[src/logic/updown_threshold_pkg.sv]
// constants and types shared by the up/down threshold counter
package updown_threshold_pkg;
  localparam int COUNT_W = 32;
  localparam logic [31:0] COUNT_MAX = 32'h05F5_E0FF; // largest value a limit may take
  localparam logic [31:0] COUNT_RESET = 32'h0000_0000;
  localparam logic [31:0] SCAN_DIV_DEFAULT = 32'h0000_C350; // 1 ms scan at 50 MHz
  localparam logic [31:0] SCAN_DIV_ONE = 32'h0000_0001;
  localparam int SCAN_W = 32;
  typedef enum logic [1:0] {
    ST_RUN = 2'b00,
    ST_CLEAR = 2'b01,
    ST_EDIT = 2'b10
  } run_state_t;
endpackage

[src/logic/retain_store.sv]
// retained copy of the count, loaded back after power-up
`timescale 1ns/10ps
module retain_store #(
  parameter int WIDTH = 32
) (
  input wire logic core_clk_i,
  input wire logic wr_en_i,
  input wire logic [WIDTH-1:0] wr_data_i,
  output logic [WIDTH-1:0] rd_data_o,
  output logic valid_o
);
  logic [WIDTH-1:0] mem_ff;
  logic valid_ff;
  // no reset here on purpose: the content must survive a logic reset
  always_ff @(posedge core_clk_i) begin
    if (wr_en_i) begin
      mem_ff <= wr_data_i;
      valid_ff <= 1'b1;
    end
  end
  // read data from a register
  always_ff @(posedge core_clk_i) begin
    rd_data_o <= mem_ff;
    valid_o <= valid_ff;
  end
endmodule

[src/logic/updown_threshold_counter.sv]
// up/down pulse counter with threshold switching output
`timescale 1ns/10ps
// What this block does
// pulse rising edge counts, direction picks sign
// clear input sets count to zero
// while clear held, output low, no counting
// on>=off: set at on, clear below off
// on<off: output high inside window only
// compare once per scan cycle
// limits from constants or other blocks
// operator edits limits and count when editing
// counting starts from preload value
// retention keeps count across power loss
// hysteresis band keeps previous output
module updown_threshold_counter
  import updown_threshold_pkg::*;
#(
  parameter int WIDTH = COUNT_W,
  parameter logic [31:0] SCAN_DIV = SCAN_DIV_DEFAULT
) (
  input wire logic core_clk_i,
  input wire logic reset_i,
  input wire logic pulse_i,
  input wire logic dir_down_i,
  input wire logic clear_i,
  input wire logic on_sel_ext_i,
  input wire logic [WIDTH-1:0] on_const_i,
  input wire logic [WIDTH-1:0] on_ext_i,
  input wire logic off_sel_ext_i,
  input wire logic [WIDTH-1:0] off_const_i,
  input wire logic [WIDTH-1:0] off_ext_i,
  input wire logic [WIDTH-1:0] preload_i,
  input wire logic retain_en_i,
  input wire logic edit_mode_i,
  input wire logic edit_count_we_i,
  input wire logic [WIDTH-1:0] edit_count_i,
  output logic switch_o,
  output logic [WIDTH-1:0] count_o,
  output logic scan_tick_o
);
  // synchroniser stages, edge memory and the registered state
  logic [1:0] pulse_sync_ff;
  logic pulse_prev_ff;
  logic [1:0] dir_sync_ff;
  logic [1:0] clr_sync_ff;
  logic [WIDTH-1:0] count_ff;
  logic [WIDTH-1:0] nxt_count;
  logic switch_ff;
  logic nxt_switch;
  logic [SCAN_W-1:0] scan_cnt_ff;
  logic scan_tick_ff;
  logic started_ff;
  logic [WIDTH-1:0] on_lim;
  logic [WIDTH-1:0] off_lim;
  logic pulse_rise;
  logic [WIDTH-1:0] ret_data;
  logic ret_valid;
  run_state_t state_ff;
  run_state_t nxt_state;

  // field inputs pass two flops; first stage read only by the second
  always_ff @(posedge core_clk_i) begin
    if (reset_i) begin
      pulse_sync_ff <= 2'b00;
      dir_sync_ff <= 2'b00;
      clr_sync_ff <= 2'b00;
      pulse_prev_ff <= 1'b0;
    end else begin
      pulse_sync_ff <= {pulse_sync_ff[0], pulse_i};
      dir_sync_ff <= {dir_sync_ff[0], dir_down_i};
      clr_sync_ff <= {clr_sync_ff[0], clear_i};
      pulse_prev_ff <= pulse_sync_ff[1];
    end
  end

  // only 0 to 1 transitions count
  // edge memory idles low like the pin, so reset brings no false count
  assign pulse_rise = pulse_sync_ff[1] & ~pulse_prev_ff;

  // one helper for both limits keeps their selection alike
  function automatic logic [WIDTH-1:0] pick_limit(
    input logic sel_ext,
    input logic [WIDTH-1:0] ext_val,
    input logic [WIDTH-1:0] const_val
  );
    pick_limit = sel_ext ? ext_val : const_val;
  endfunction

  // limit source select, live value taken each cycle
  assign on_lim = pick_limit(on_sel_ext_i, on_ext_i, on_const_i);
  assign off_lim = pick_limit(off_sel_ext_i, off_ext_i, off_const_i);

  // clear outranks editing, editing outranks counting
  always_comb begin
    if (clr_sync_ff[1]) begin
      nxt_state = ST_CLEAR;
    end else if (edit_mode_i) begin
      nxt_state = ST_EDIT;
    end else begin
      nxt_state = ST_RUN;
    end
  end

  // state kept registered, so the switch drops one cycle after the count
  always_ff @(posedge core_clk_i) begin
    if (reset_i) begin
      state_ff <= ST_RUN;
    end else begin
      state_ff <= nxt_state;
    end
  end

  // count update; pulses during clear are dropped
  // the count is unsigned: counting down past zero wraps to all ones
  always_comb begin
    nxt_count = count_ff;
    case (nxt_state)
      ST_CLEAR: begin
        nxt_count = '0;
      end
      ST_EDIT: begin
        if (edit_count_we_i) begin
          nxt_count = edit_count_i;
        end
      end
      ST_RUN: begin
        if (pulse_rise) begin
          if (dir_sync_ff[1]) begin
            nxt_count = count_ff - 1'b1;
          end else begin
            nxt_count = count_ff + 1'b1;
          end
        end
      end
      default: begin
        nxt_count = count_ff;
      end
    endcase
  end

  // first cycle after reset: retained value if enabled and valid, else preload
  always_ff @(posedge core_clk_i) begin
    if (reset_i) begin
      count_ff <= '0;
    end else if (!started_ff) begin
      if (retain_en_i && ret_valid) begin
        count_ff <= ret_data;
      end else begin
        count_ff <= preload_i;
      end
    end else begin
      count_ff <= nxt_count;
    end
  end

  // start value loaded; gates the compare and the retention writes
  always_ff @(posedge core_clk_i) begin
    if (reset_i) begin
      started_ff <= 1'b0;
    end else begin
      started_ff <= 1'b1;
    end
  end

  // scan cycle divider; comparison waits for the tick
  always_ff @(posedge core_clk_i) begin
    if (reset_i) begin
      scan_cnt_ff <= '0;
      scan_tick_ff <= 1'b0;
    end else if (scan_cnt_ff >= SCAN_DIV - SCAN_DIV_ONE) begin
      scan_cnt_ff <= '0;
      scan_tick_ff <= 1'b1;
    end else begin
      scan_cnt_ff <= scan_cnt_ff + 1'b1;
      scan_tick_ff <= 1'b0;
    end
  end

  // threshold rule; narrow windows between scans can be missed
  always_comb begin
    nxt_switch = switch_ff;
    if (on_lim >= off_lim) begin
      if (count_ff >= on_lim) begin
        nxt_switch = 1'b1;
      end else if (count_ff < off_lim) begin
        nxt_switch = 1'b0;
      end else begin
        nxt_switch = switch_ff;
      end
    end else begin
      nxt_switch = (count_ff >= on_lim) && (count_ff < off_lim);
    end
  end

  // switch moves only on a scan tick, except that clear forces it low
  always_ff @(posedge core_clk_i) begin
    if (reset_i) begin
      switch_ff <= 1'b0;
    end else if (state_ff == ST_CLEAR) begin
      switch_ff <= 1'b0;
    end else if (scan_tick_ff && started_ff) begin
      switch_ff <= nxt_switch;
    end
  end

  // retention copy written each scan while enabled
  // changes after the last tick before power loss are not kept
  retain_store #(
    .WIDTH(WIDTH)
  ) u_retain (
    .core_clk_i(core_clk_i),
    .wr_en_i(retain_en_i && started_ff && scan_tick_ff),
    .wr_data_i(count_ff),
    .rd_data_o(ret_data),
    .valid_o(ret_valid)
  );

  // outputs come straight from their flops
  assign switch_o = switch_ff;
  assign count_o = count_ff;
  assign scan_tick_o = scan_tick_ff;
endmodule

[config.mk]
export PLATFORM = sky130hd
export DESIGN_NAME = updown_threshold_counter
export DESIGN_NICKNAME = d
export VERILOG_FILES = /design/src/logic/updown_threshold_pkg.sv /design/src/logic/retain_store.sv /design/src/logic/updown_threshold_counter.sv
export SDC_FILE = /design/constraint.sdc
export NUM_CORES = 1
export LEC_CHECK = 0
export BUFFER_PORTS_ARGS = -buffer_cell sky130_fd_sc_hd__buf_2
export CORE_MARGIN = 4
export CORE_UTILIZATION = 55
export CTS_CLUSTER_DIAMETER = 200
export DETAILED_ROUTE_END_ITERATION = 16
export PLACE_DENSITY_LB_ADDON = 0.2
export REMOVE_ABC_BUFFERS = 1
export SLEW_MARGIN = 20
export SYNTH_ARGS = -nofsm -noshare
export SYNTH_HDL_FRONTEND = slang
export SYNTH_HIERARCHICAL = 1
export SYNTH_SLANG_ARGS = --single-unit
[constraint.sdc]
create_clock -name core_clk_i -period 3.8 [get_ports core_clk_i]
set_input_delay 0.38 -clock core_clk_i [delete_from_list [all_inputs] [get_ports core_clk_i]]
set_output_delay 0.38 -clock core_clk_i [all_outputs]
set_load 0.02 [all_outputs]
Word-level counts from Yosys, hierarchy flattened. Index checks and enable logic that the tools add are counted.

Register bits: 140. Latch bits: 0. Bits in writable memories: 0. ROM bits: 0. Input bits: 202. Output and inout bits: 34. Logic and storage cells: 52. Memories kept: 0.

Add/sub/neg operators: 3. Multipliers: 0. Div/mod/pow operators: 0. Order comparisons: 4. Eq/ne operators: 7. Shifts and indexed selects: 0. Multiplexer cells: 15. Bitwise operators: 2. Reductions and logical operators: 9.

Operator list (count): 32-bit two-way mux (7); 32-bit one-hot mux with 3 select lines (1); 32-bit by 1-bit adder with 32-bit output, second input constant (2); 32-bit >= comparator (2); 32-bit by 16-bit >= comparator with 1-bit output, second input constant (1); 32-bit < comparator (1); 32-bit by 1-bit subtractor with 32-bit output, second input constant (1); 3-bit inequality test, second input constant (2); 1-bit two-way mux (5); 2-bit by 1-bit == test with 1-bit output, second input constant (2); 1-bit logical AND (4); 2-bit two-way mux (2); 4-bit by 1-bit inequality test with 1-bit output, second input constant (1); 2-bit OR reduction (2); 3-bit by 1-bit inequality test with 1-bit output, second input constant (1); 3-bit AND reduction (1); 2-bit == test, second input constant (1); 2-bit zero test (1); 2-bit AND reduction (1); 1-bit bitwise AND (1); 1-bit inverter (1).

Logic depth before layout (Yosys ltp).
Depth in word-level cells: 5. Depth in mapped cells: 13. Depth with buffers taken out: 11.

Cells and area by module. Netlist, hierarchy kept.

By module, submodules not included: updown_threshold_counter (times used 1, cells an instance 982, area each 7921.3 µm²); retain_store (times used 1, cells an instance 66, area each 1612.8 µm²).

Worst setup path before layout. Ideal clock, no wire load.

Path kind: reg-to-reg. Start: register dir_sync_ff[1]. End: register count_ff[27] (netlist: count_o[27]). Library setup time: 69 ps. Arrival time: 3009 ps. Setup slack: 722 ps. Cell stages (with the launch flop): 11. Buffers on the path: 1. Clock period less this slack: 3078 ps. Path through: dfxtp_1 -> ha_1 -> buf_6 -> a21o_1 -> a21oi_2 -> o2111ai_1 -> a21oi_2 -> a31oi_2 -> mux2_4 -> or4_1 -> o21ai_1.

Longest elaborated chain between the ends: 4.

RTL lines: from (decl) (RTL line updown_threshold_counter.sv:44) `logic [1:0] dir_sync_ff;`; from (signal assigned) (RTL line updown_threshold_counter.sv:70) `dir_sync_ff <= {dir_sync_ff[0], dir_down_i};`; 32-bit two-way mux (RTL line updown_threshold_counter.sv:128) `if (dir_sync_ff[1]) begin`; 32-bit two-way mux (RTL line updown_threshold_counter.sv:127) `if (pulse_rise) begin`; 32-bit one-hot mux with 3 select lines (RTL line updown_threshold_counter.sv:117) `case (nxt_state)`; 32-bit two-way mux (RTL line updown_threshold_counter.sv:145) `end else if (!started_ff) begin`; to (signal assigned) (RTL line updown_threshold_counter.sv:147) `count_ff <= ret_data;`; to (signal assigned) (RTL line updown_threshold_counter.sv:149) `count_ff <= preload_i;`; to (signal assigned) (RTL line updown_threshold_counter.sv:152) `count_ff <= nxt_count;`; to (decl) (RTL line updown_threshold_counter.sv:46) `logic [WIDTH-1:0] count_ff;`.

No other way between the ends. The select of a mux whose other input is x is not followed. A chain may end at the register's enable or synchronous reset.

Worst setup path after layout.
Start: register dir_sync_ff[1]. End: register count_ff[28] (netlist: count_o[28]).

Same word-level chain as after synthesis.

==> metrics.cfg <==
[detailed_routing]
drt-initial-drc-count=623
routedWlPerCell_um=18.30
via_count=8894
drtAntennaViolNets=0
dr.pass1.iters=5
viasPerCell=5.840
routed_wl_um=27870
drc=0

[logic_synthesis]
synth_area_per_cell_um2=9.097
synth_top_area_share_pct=22.68
synth-edff-count=32
synth-seq-cells=140
synth-adder-area-share_pct=16.75
synth-compound-area-share_pct=19.24
synth.distinct_cells=71
synth_top_family_by_area=compound AO/OA/AOI/OAI gates
ys.flop_type=dfxtp_1
synthCells=1048
synth_xor_area_share_pct=3.307
async_flop_share_pct=0
synth_commonest_cells=126 x ha_1, 108 x dfxtp_1, 85 x mux2i_1
ys_warn_count=6
yosys.area_share.simple_pct=14.00
synth.mux.area_fraction_pct=10.03
synth.most_common_cell=ha_1
synthesis.area_um2=9534
yosysTopAreaCell=dfxtp_1
ys_seq_area_share_pct=32.76
synthTopCellsByArea=dfxtp_1 23%, ha_1 17%, edfxtp_1 10%

[setup_path]
cp_slowest_stage_delay_ns=0.42
worst-path-stages=11
r2r-end=count_o[28]
cpMostUsedCell=a21o_1
setup.worst_path.class=flop to flop
rrSetupSlack_ns=0.71
endpoint_kind=flop
startpoint_type=flop
crit_path_end=count_o[28]
crit_required_ns=4.15
crit_family=compound AO/OA/AOI/OAI gates
cp_data_arrival_time_ns=3.43
crit_fanout=32
r2r-start=dir_sync_ff[1]
critical_path.startpoint=dir_sync_ff[1]
worstRegToRegCells=11
crit_path_cell_trace=buf_4 > inv_1 > fa_1 > nand2b_1 > a21o_1 > a21o_1 > and3_4 > o41ai_4 > a2111oi_1 > or3_1 > a31oi_1
slowest_stage=fa_1
path_buf_inv=2

[timing]
rsz0062_at_grt=no
tightestPinTransition_ns=0.7952
slew_violations=0
skew_ns=0.008901
hold_viol=0
fin_tns_setup_ns=0
max_freq_ghz=0.3240
setup_viol=0
final.min_clock_period_ns=3.086
slew-limit-headroom_pct=46.98
period_share_pct=81.21

[outcome]
status=finished, final reports clean

[cts]
postCtsHoldBufs=0
cts_tree=yes
ctsRootBufferMaster=clkbuf_16
cts_buffer_depth=2
cts.sinks=140
cts_resized=0
worstSkewPairLatency_ns=0.42
h-tree-depth=4
numCtsBuffers=17
post_cts_buffers=0
path_clk_slew_ns=0.06

[placement]
routabilityCongestion=0.9859
port_buffers=235
dpl.hpwl_um=21590

[pwr]
swShare_pct=29.11
p_seq_share_pct=38.4
internal-power_uw=3087
switchingPower_uw=1268
p_leak_uw=0.005866
power_uw=4354
vdd_ir_drop_max_uv=319.0
p_per_area_nw_per_um2=373.6
clockPowerShare_pct=39.2
comb_power_share_pct=22.4

[floorplanning]
dieArea_um2=19500
fp.dieW_um=139.7
chipHeight_um=139.7
initial_utilization_pct=56.89
core_area_um2=16760
ios=236
std_cell_rows=47

[layout]
syn_to_final_growth_pct=22.26
multi_input_area_um2=6106
post-route-util_pct=69.55
final.fill_count=1375
diodes=0
register_area_um2=3123
drive_gt1_share_pct=23.10
fin_nets=1619

[global_routing]
grt_pass1_vias=8473
grt_first_pass_wirelength_um=43350
grt_max_degree=41
track_usage_pct=27.65
grt-ovfl-total=0
antenna_found_initial=0

[worst_hold_path]
hold_class=input port to flop

[run]
drv_cap=0

[worst min path at each step]
stage / start / to / slack, ns / depth (start not counted)
finish: dir_down_i / dir_sync_ff[0] / 0.17 / 2
global route: dir_down_i / dir_sync_ff[0] / 0.16 / 2
CTS: dir_down_i / dir_sync_ff[0] / 0.16 / 2
detailed placement: u_retain/mem_ff[2] / u_retain/rd_data_o[2] / 0.33 / 0
global placement: u_retain/mem_ff[5] / u_retain/rd_data_o[5] / 0.32 / 0
floorplan: u_retain/mem_ff[0] / u_retain/rd_data_o[0] / 0.32 / 0
[layout by cell type, fill, tap and decap left out, drive strengths merged, types with 4 or more instances in the layout]
| master | synthesis | final |
|---|---|---|
| a2111oi | 4 | 4 |
| a211oi | 14 | 14 |
| a21o | 42 | 42 |
| a21oi | 87 | 87 |
| a31oi | 14 | 14 |
| and3 | 12 | 12 |
| and4 | 4 | 4 |
| buf | 18 | 253 |
| clkbuf | 27 | 28 |
| conb | 2 | 17 |
| dfxtp | 108 | 108 |
| edfxtp | 32 | 32 |
| ha | 126 | 126 |
| inv | 47 | 49 |
| mux2 | 9 | 9 |
| mux2i | 85 | 85 |
| nand2 | 64 | 64 |
| nand2b | 10 | 10 |
| nand3 | 29 | 29 |
| nand4 | 27 | 27 |
| nor2 | 71 | 71 |
| nor2b | 17 | 17 |
| nor3 | 17 | 17 |
| nor4 | 10 | 10 |
| o2111ai | 4 | 4 |
| o211ai | 8 | 8 |
| o21a | 8 | 8 |
| o21ai | 65 | 65 |
| o221ai | 6 | 6 |
| or3 | 6 | 6 |
| xnor2 | 17 | 17 |
| xor2 | 19 | 19 |
[area by class of cell]
class,instances,area share [%]
clock buffer,28,5.077
clock inverter,4,0.3006
inverter,47,1.514
multi-input combinational,831,52.38
sequential,140,26.79
tap,220,2.362
timing repair buffer,253,11.57
[metrics by stage]
stage	instances	area, µm²	setup WS (ns)	hold slack, ns
after floorplan	1018	9400	0.7566	0.3233
after global placement	1491	11030	0.6488	0.3240
after detailed placement	1491	11030	0.5232	0.3269
after CTS	1523	11660	0.7299	0.1563
after global routing	1523	11660	0.5325	0.1647
final	1523	11660	0.7139	0.1705
[worst reg2reg max path: cells and delay by family (launching register included)]
kind	cells	cell delay, ns
AOI/OAI and AO/OA	5	1.08
and+or+nand+nor	3	0.74
buffers and inverters	2	0.46
adders and majority gates	1	0.42
DFF	1	0.31
[logic make-up after synthesis]
logic type | count (synthesis)
xor gates and xnor gates | 36
and+or+nand+nor | 273
muxes | 94
buffers and inverters | 92
AOI/OAI and AO/OA | 284
other | 2
adders and majority gates | 127
DFF | 140
[sequential cells by signal, indices dropped and copies added, names as in the netlist]
name                cells
started_ff              1
state_ff                2
clr_sync_ff             2
pulse_prev_ff           1
u_retain/rd_data_o     32
switch_o                1
scan_tick_o             1
dir_sync_ff             2
pulse_sync_ff           2
scan_cnt_ff            32
u_retain/mem_ff        32
count_o                32
[power by group through the flow]
stage | Clock (µW) | Combinational, µW | Sequential [µW]
after CTS | 1730 | 970 | 1670
final | 1710 | 976 | 1670
after global placement | 0 | 944 | 1700
after global routing | 1790 | 1090 | 1680
after floorplan | 0 | 556 | 1720
after detailed placement | 0 | 962 | 1700
[layer usage]
layer	global-route usage, %	share of wire (%)	up-vias	wire length, µm
met5	0	0	-	0
met4	12.03	3.8	0	1060
met3	5.557	8.4	57	2332
met2	44.30	45	406	12470
met1	36.33	43	4068	12010
li1	-	-	4363	-
Power figures use the tool's default switching activity.
